<file path="src/logic/dsg_cfg.svh">
/*
  register offsets, field positions and reset values of the dual gpio ports.
  assumes inclusion by bare name from the testbench and the design module.
*/
`ifndef DSG_CFG_SVH
`define DSG_CFG_SVH
`define DSG_FIRST_WIDTH 3
`define DSG_SECOND_WIDTH 2
`define DSG_OFF_FIRST_LATCH 12'h00a
`define DSG_OFF_SECOND_LATCH 12'h00b
`define DSG_OFF_FIRST_DIR 12'h00e
`define DSG_OFF_SECOND_DIR 12'h00f
`define DSG_DIR_RESET 8'h00
`define DSG_KEY_FIRST_LSB 0
`define DSG_KEY_SECOND_LSB 3
`define DSG_KEY_WIDTH 5
`endif

</file>
<file path="src/logic/dsg_pkg.sv">
/*
  types shared by the dual gpio port design.
  assumes the constants header sits beside it.
*/
package dsg_pkg;
  typedef enum logic [2:0] {
    DSG_SEL_NONE,
    DSG_SEL_FIRST_LATCH,
    DSG_SEL_SECOND_LATCH,
    DSG_SEL_FIRST_DIR,
    DSG_SEL_SECOND_DIR
  } dsg_sel_e;
endpackage

</file>
<file path="src/logic/dsg_ports.sv">
/*
  two small general purpose ports with per pin latch and direction,
  reached over apb; key wake enables take pins over as inputs.
  assumes pins synchronous to clk and an outside pad resolving the enables.
*/
// Summary of operation
// - first port has three latch bits, untouched by reset.
// - second port has two latch bits, untouched by reset.
// - first port direction one drives the pin, zero leaves it input.
// - second port direction one drives the pin, zero leaves it input.
// - reset clears first port direction bits, all pins inputs.
// - reset clears second port direction bits, all pins inputs.
// - first data read gives latch where the direction bit is one, pin level where it is zero.
// - second data read gives latch where the direction bit is one, pin level where it is zero.
// - latches accept writes whatever the direction bits hold.
// - writing the latch of a direction zero pin changes neither pin nor read value.
// - key wake enable on a first port pin forces it to input.
// - key wake enables four and three force second port pins to input.
// - first direction register uses bits 2..0, upper bits read zero.
// - second direction register uses bits 1..0, upper bits read zero.
`timescale 1ns/1ps
`include "dsg_cfg.svh"
module dsg_ports #(
  parameter int FW = `DSG_FIRST_WIDTH,
  parameter int SW = `DSG_SECOND_WIDTH
) (
  input wire logic clk, // 20 mhz system clock
  input wire logic rst_n, // synchronous reset, active low
  input wire logic psel, // apb select
  input wire logic penable, // apb access phase
  input wire logic pwrite, // apb direction, high for write
  input wire logic [11:0] paddr, // apb byte address
  input wire logic [31:0] pwdata, // apb write data
  output logic [31:0] prdata, // apb read data
  output logic pready, // apb ready, always high
  output logic pslverr, // apb error on unmapped address
  input wire logic [`DSG_KEY_WIDTH-1:0] key_wake_irq_enable, // key enables
  input wire logic [FW-1:0] first_pin_in, // first port pin levels
  output logic [FW-1:0] first_pin_out, // first port drive value
  output logic [FW-1:0] first_pin_oe, // first port drive enable
  input wire logic [SW-1:0] second_pin_in, // second port pin levels
  output logic [SW-1:0] second_pin_out, // second port drive value
  output logic [SW-1:0] second_pin_oe, // second port drive enable
  output logic [`DSG_KEY_WIDTH-1:0] key_wake_pins // pin levels to key logic
);

  // ---------------------------------------------------------------
  // address decode
  // ---------------------------------------------------------------
  dsg_pkg::dsg_sel_e sel;
  logic wr_en;
  logic rd_en;
  logic [FW-1:0] first_latch_ff;
  logic [SW-1:0] second_latch_ff;
  logic [FW-1:0] first_dir_ff;
  logic [SW-1:0] second_dir_ff;
  logic [FW-1:0] first_key;
  logic [SW-1:0] second_key;
  logic [31:0] nxt_prdata;

  // offsets are register indices; each register takes one aligned word,
  // so its byte address is four times the index
  function automatic logic [11:0] reg_byte_addr(input logic [11:0] idx);
    reg_byte_addr = {idx[9:0], 2'b00};
  endfunction

  always_comb begin
    case (paddr)
      reg_byte_addr(`DSG_OFF_FIRST_LATCH):
        sel = dsg_pkg::DSG_SEL_FIRST_LATCH;
      reg_byte_addr(`DSG_OFF_SECOND_LATCH):
        sel = dsg_pkg::DSG_SEL_SECOND_LATCH;
      reg_byte_addr(`DSG_OFF_FIRST_DIR):
        sel = dsg_pkg::DSG_SEL_FIRST_DIR;
      reg_byte_addr(`DSG_OFF_SECOND_DIR):
        sel = dsg_pkg::DSG_SEL_SECOND_DIR;
      default: sel = dsg_pkg::DSG_SEL_NONE;
    endcase
  end

  assign pready = 1'b1;
  assign wr_en = psel && penable && pwrite;
  assign rd_en = psel && !penable && !pwrite;
  assign pslverr = psel && penable && (sel == dsg_pkg::DSG_SEL_NONE);

  // ---------------------------------------------------------------
  // data latches, no reset
  // ---------------------------------------------------------------
  // latches hold whatever they had; reset leaves them alone on purpose
  always_ff @(posedge clk) begin
    if (wr_en && sel == dsg_pkg::DSG_SEL_FIRST_LATCH) begin
      first_latch_ff <= pwdata[FW-1:0];
    end
  end

  always_ff @(posedge clk) begin
    if (wr_en && sel == dsg_pkg::DSG_SEL_SECOND_LATCH) begin
      second_latch_ff <= pwdata[SW-1:0];
    end
  end

  // ---------------------------------------------------------------
  // direction registers
  // ---------------------------------------------------------------
  always_ff @(posedge clk) begin
    if (!rst_n) begin
      first_dir_ff <= FW'(`DSG_DIR_RESET);
    end else if (wr_en && sel == dsg_pkg::DSG_SEL_FIRST_DIR) begin
      first_dir_ff <= pwdata[FW-1:0];
    end
  end

  always_ff @(posedge clk) begin
    if (!rst_n) begin
      second_dir_ff <= SW'(`DSG_DIR_RESET);
    end else if (wr_en && sel == dsg_pkg::DSG_SEL_SECOND_DIR) begin
      second_dir_ff <= pwdata[SW-1:0];
    end
  end

  // ---------------------------------------------------------------
  // pin drive
  // ---------------------------------------------------------------
  assign first_key = key_wake_irq_enable[`DSG_KEY_FIRST_LSB +: FW];
  assign second_key = key_wake_irq_enable[`DSG_KEY_SECOND_LSB +: SW];

  // a key wake enable wins over the direction bit
  assign first_pin_oe = first_dir_ff & ~first_key;
  assign second_pin_oe = second_dir_ff & ~second_key;
  // drive value is the latch alone, not gated by the enable; the outside pad keeps it off input pins
  assign first_pin_out = first_latch_ff;
  assign second_pin_out = second_latch_ff;
  assign key_wake_pins = {second_pin_in, first_pin_in};

  // read select follows the direction bit even where a key enable took
  // the pin over, as the port read path is unaware of the key logic
  function automatic logic [7:0] mix_read(input logic [7:0] dir,
                                          input logic [7:0] lat,
                                          input logic [7:0] pin);
    mix_read = (dir & lat) | (~dir & pin);
  endfunction

  // ---------------------------------------------------------------
  // read data, registered in the setup cycle
  // ---------------------------------------------------------------
  always_comb begin
    nxt_prdata = 32'h0;
    case (sel)
      dsg_pkg::DSG_SEL_FIRST_LATCH:
        nxt_prdata[7:0] = mix_read(8'(first_dir_ff), 8'(first_latch_ff),
                                   8'(first_pin_in));
      dsg_pkg::DSG_SEL_SECOND_LATCH:
        nxt_prdata[7:0] = mix_read(8'(second_dir_ff), 8'(second_latch_ff),
                                   8'(second_pin_in));
      dsg_pkg::DSG_SEL_FIRST_DIR:
        nxt_prdata[7:0] = 8'(first_dir_ff);
      dsg_pkg::DSG_SEL_SECOND_DIR:
        nxt_prdata[7:0] = 8'(second_dir_ff);
      default: nxt_prdata = 32'h0;
    endcase
  end

  always_ff @(posedge clk) begin
    if (!rst_n) begin
      prdata <= 32'h0;
    end else if (rd_en) begin
      prdata <= nxt_prdata;
    end
  end
endmodule
</file>
<file path="config.mk">
export PLATFORM = sky130hd
export DESIGN_NAME = dsg_ports
export DESIGN_NICKNAME = d
export VERILOG_FILES = /design/src/logic/dsg_pkg.sv /design/src/logic/dsg_ports.sv
export VERILOG_INCLUDE_DIRS = /design/src /design/src/logic
export SDC_FILE = /design/constraint.sdc
export NUM_CORES = 1
export LEC_CHECK = 0
export BUFFER_PORTS_ARGS = -buffer_cell sky130_fd_sc_hd__buf_4
export CORE_AREA = 10 10 59 81
export CTS_CLUSTER_DIAMETER = 120
export DETAILED_ROUTE_END_ITERATION = 16
export DIE_AREA = 0 0 69 91
export HOLD_SLACK_MARGIN = 0.03
export PLACE_DENSITY = 0.73
export REMOVE_ABC_BUFFERS = 1
export SLEW_MARGIN = 30
export SYNTH_ARGS = -nofsm -noshare
export SYNTH_HDL_FRONTEND = slang
export SYNTH_SLANG_ARGS = --single-unit
</file>
<file path="constraint.sdc">
create_clock -name clk -period 1.2 [get_ports clk]
set_input_delay 0.06 -clock clk [delete_from_list [all_inputs] [get_ports clk]]
set_output_delay 0.06 -clock clk [all_outputs]
set_load 0.1 [all_outputs]
</file>
==> metrics.txt <==
startpoint types=input port; Routed Antenna Nets=0; crit share post-route=roughly 98%; Seq pwr share=between 30% and 40%; critical path's slowest cell=nor4_4; vias in the first global route=around 950; dpl cell area=0.00126 mm2; net switching power=approximately 0.70 mW; wire per inst=between 10 and 15 um; Sink Count=13; clock network power share=about a quarter; top achievable clock speed=0.854 GHz; Ant. Diodes=0; maximum capacitance violations=0; DRT Wirelength=3000 um; post-synthesis sequential area ratio=32.1%; drt drc=0; post-layout min period=approximately 1.2 ns; detailed placement HPWL=approximately 2500 um; initial antenna violation count=0; 1st-pass router iterations=3; CTS tree=yes; Worst Path Required=between 1 and 1.5 ns; Final Hold Viols=0; RSZ-0062 raised after global routing=yes; crit end category=primary output; Vias=approximately 870; CP peak stage delay=roughly 0.3 ns; die area=0.00628 mm2; Max clock buf depth=2; WP data arrival=1.11 ns; I/O Buffers=48; P&R area growth vs syn=44.0%; die outline width=69 um; core area=about 0.0033 mm2; average cell area after synthesis=about 8.5 um2; io pins=~110; leak pwr=roughly 0.66 nW; GR Util met3=approximately 4.5%; Crit Path Class=input port to primary output; Int Power=between 0.7 and 0.8 mW; peak supply drop=approximately 0.86 mV; sw frac=~47%; synthesized cell area=roughly 970 um2; H-Tree Depth=1; first-pass GRT wire length=4570 um; Starting DRT DRC Count=13; fraction of layout cells with a size suffix above 1=around 45%; Reg clk slew, reported paths=0.05 ns; vias per cell=around 4.2; Final Instance Area=0.00139 mm2; Final Slew Violations=0; hold_ws=approximately 0.15 ns; grt total ovfl=0; TritonCTS Buffers=3; setup TNS=0 ns; GR Util met1=7.20%; Yosys cell types=30; total global-route track usage=8.54%; post-synth top area share=between 20% and 30%; Yosys reg bits=13; Placed Instances=198; busiest layer in global routing=met2; Yosys top cell by area=buf_4; Synth warnings=0; M2 GR Usage=roughly 17%; die height=roughly 90 um; setup violators final=0; CTS Root Cell=clkbuf_8; clk_lat worst skew=approximately 0.24 ns; Fin Clk Skew=between 0.002 and 0.003 ns; Comb pwr share=roughly 44%; HP Class=input port to flop; Layout Utilization=about two fifths; Final Wtd Congestion=0.775; Cell Chain, Critical Path=buf_4 -> nor4_4 -> nand3_2 -> and3_2 -> buf_6; largest net degree at the start of global routing=13; Final nets=around 230; # rows=25; Post-Syn Instances=114; status=completed; ranking of synthesized cells by area=buf_4, dfxtp_1, edfxtp_1; crit-path max FO=5; Initial Util=29.2%; non-filler cells, final=206; Power Dens Cells=~1100 mW/mm2
worst paths after layout:
path | cells past startpoint | slack, ns | from | to
max | 5 | 0.03 | paddr[8] | pslverr
min | 3 | 0.15 | rst_n | second_dir_ff[0]$_SDFFE_PN0P_
max reg2reg | 4 | 0.07 | second_dir_ff[0]$_SDFFE_PN0P_ | prdata[0]$_SDFFE_PN0P_
min reg2reg | 2 | 0.45 | prdata[0]$_SDFFE_PN0P_ | prdata[0]$_SDFFE_PN0P_
power groups by stage:
| stage | Combinational [mW] | Sequential [mW] | Clock, mW |
|---|---|---|---|
| 2_1_floorplan | 0.449 | 0.467 | 0 |
| 5_1_grt | 0.685 | 0.458 | 0.416 |
| 3_3_place_gp | 0.634 | 0.467 | 0 |
| 6_report | 0.664 | 0.458 | 0.382 |
| 3_5_place_dp | 0.636 | 0.467 | 0 |
| 4_1_cts | 0.651 | 0.458 | 0.387 |
registers in the layout, indices dropped and copies added (netlist names):
| signal | cells |
|---|---|
| prdata | 3 |
| first_dir_ff | 3 |
| second_pin_out | 2 |
| second_dir_ff | 2 |
| first_pin_out | 3 |
placed cells by master (no fill, tap or decap), types with 2 or more instances in the layout:
cell type | synthesis | layout
dfxtp_1 | 8 | 6
edfxtp_1 | 5 | 5
and3_2 | 2 | 2
mux2i_1 | 5 | 5
nor2b_1 | 4 | 3
nand2b_1 | 2 | 2
nand2_1 | 12 | 12
buf_4 | 35 | 52
o21ai_0 | 3 | 3
inv_1 | 2 | 2
dfxtp_2 | 0 | 2
nand3_1 | 2 | 2
clkbuf_8 | 0 | 3
nor2_1 | 5 | 5
a21oi_2 | 0 | 3
nand4_1 | 3 | 3
dlygate4sd3_1 | 0 | 3
conb_1 | 2 | 30
or3b_4 | 0 | 3
buf_6 | 0 | 4
synthesized netlist by cell type:
library cell and number:
buf_4 35, nand2_1 12, dfxtp_1 8, edfxtp_1 5, mux2i_1 5, nor2_1 5
nor2b_1 4, a21oi_1 3, clkbuf_1 3, nand4_1 3, o21ai_0 3, or3b_2 3
a21boi_0 2, and3_2 2, conb_1 2, inv_1 2, nand2b_1 2, nand3_1 2
nor4_1 2, a31oi_1 1, a32oi_1 1, and2_1 1, and4bb_2 1, buf_2 1
nand3_2 1, nor3_1 1, nor4_2 1, nor4b_1 1, o211ai_1 1, or3_1 1
cell type report:
| type | count | area, um2 |
|---|---|---|
| Clock buffer | 4 | 45.0 |
| Multi-Input combinational cell | 88 | 512 |
| Timing Repair Buffer | 59 | 465 |
| Inverter | 2 | 7.51 |
| Sequential cell | 13 | 313 |
| Fill cell | 339 | 1920 |
| Tap cell | 40 | 50.0 |
through the flow:
stage	worst slack [ns]	power [mW]
2_1_floorplan	-0.553	0.916
6_report	0.0289	1.50
4_1_cts	-0.0240	1.50
5_1_grt	-0.0190	1.56
3_5_place_dp	-0.241	1.10
3_3_place_gp	-0.193	1.10
cell families after synthesis:
kind of cell | Yosys count | synth area share [%]
muxes | 5 | 5.17
other | 2 | 0.776
AOI/OAI and AO/OA | 11 | 6.99
buffers and inverters | 41 | 29.6
DFF | 13 | 32.1
and+or+nand+nor | 42 | 25.4
critical path, delay by kind of cell:
| kind | cells | cell delay [ns] |
|---|---|---|
| simple gates | 3 | 0.74 |
| buf+inv | 2 | 0.30 |
layer usage:
metal	vias to the layer above	wire length, um
met3	2	301
met4	0	14
met5	-	0
li1	425	-
met1	404	1040
met2	43	1640
timing repair:
item                                   CTS  global route
gates resized for setup                  5            11
pin swaps                                2            11
endpoints found under the hold margin    5             0
hold buffers                             3             0
setup endpoints to repair                3             8
buffers inserted                         0             1
No activity file was read; power rests on OpenSTA's default activity.
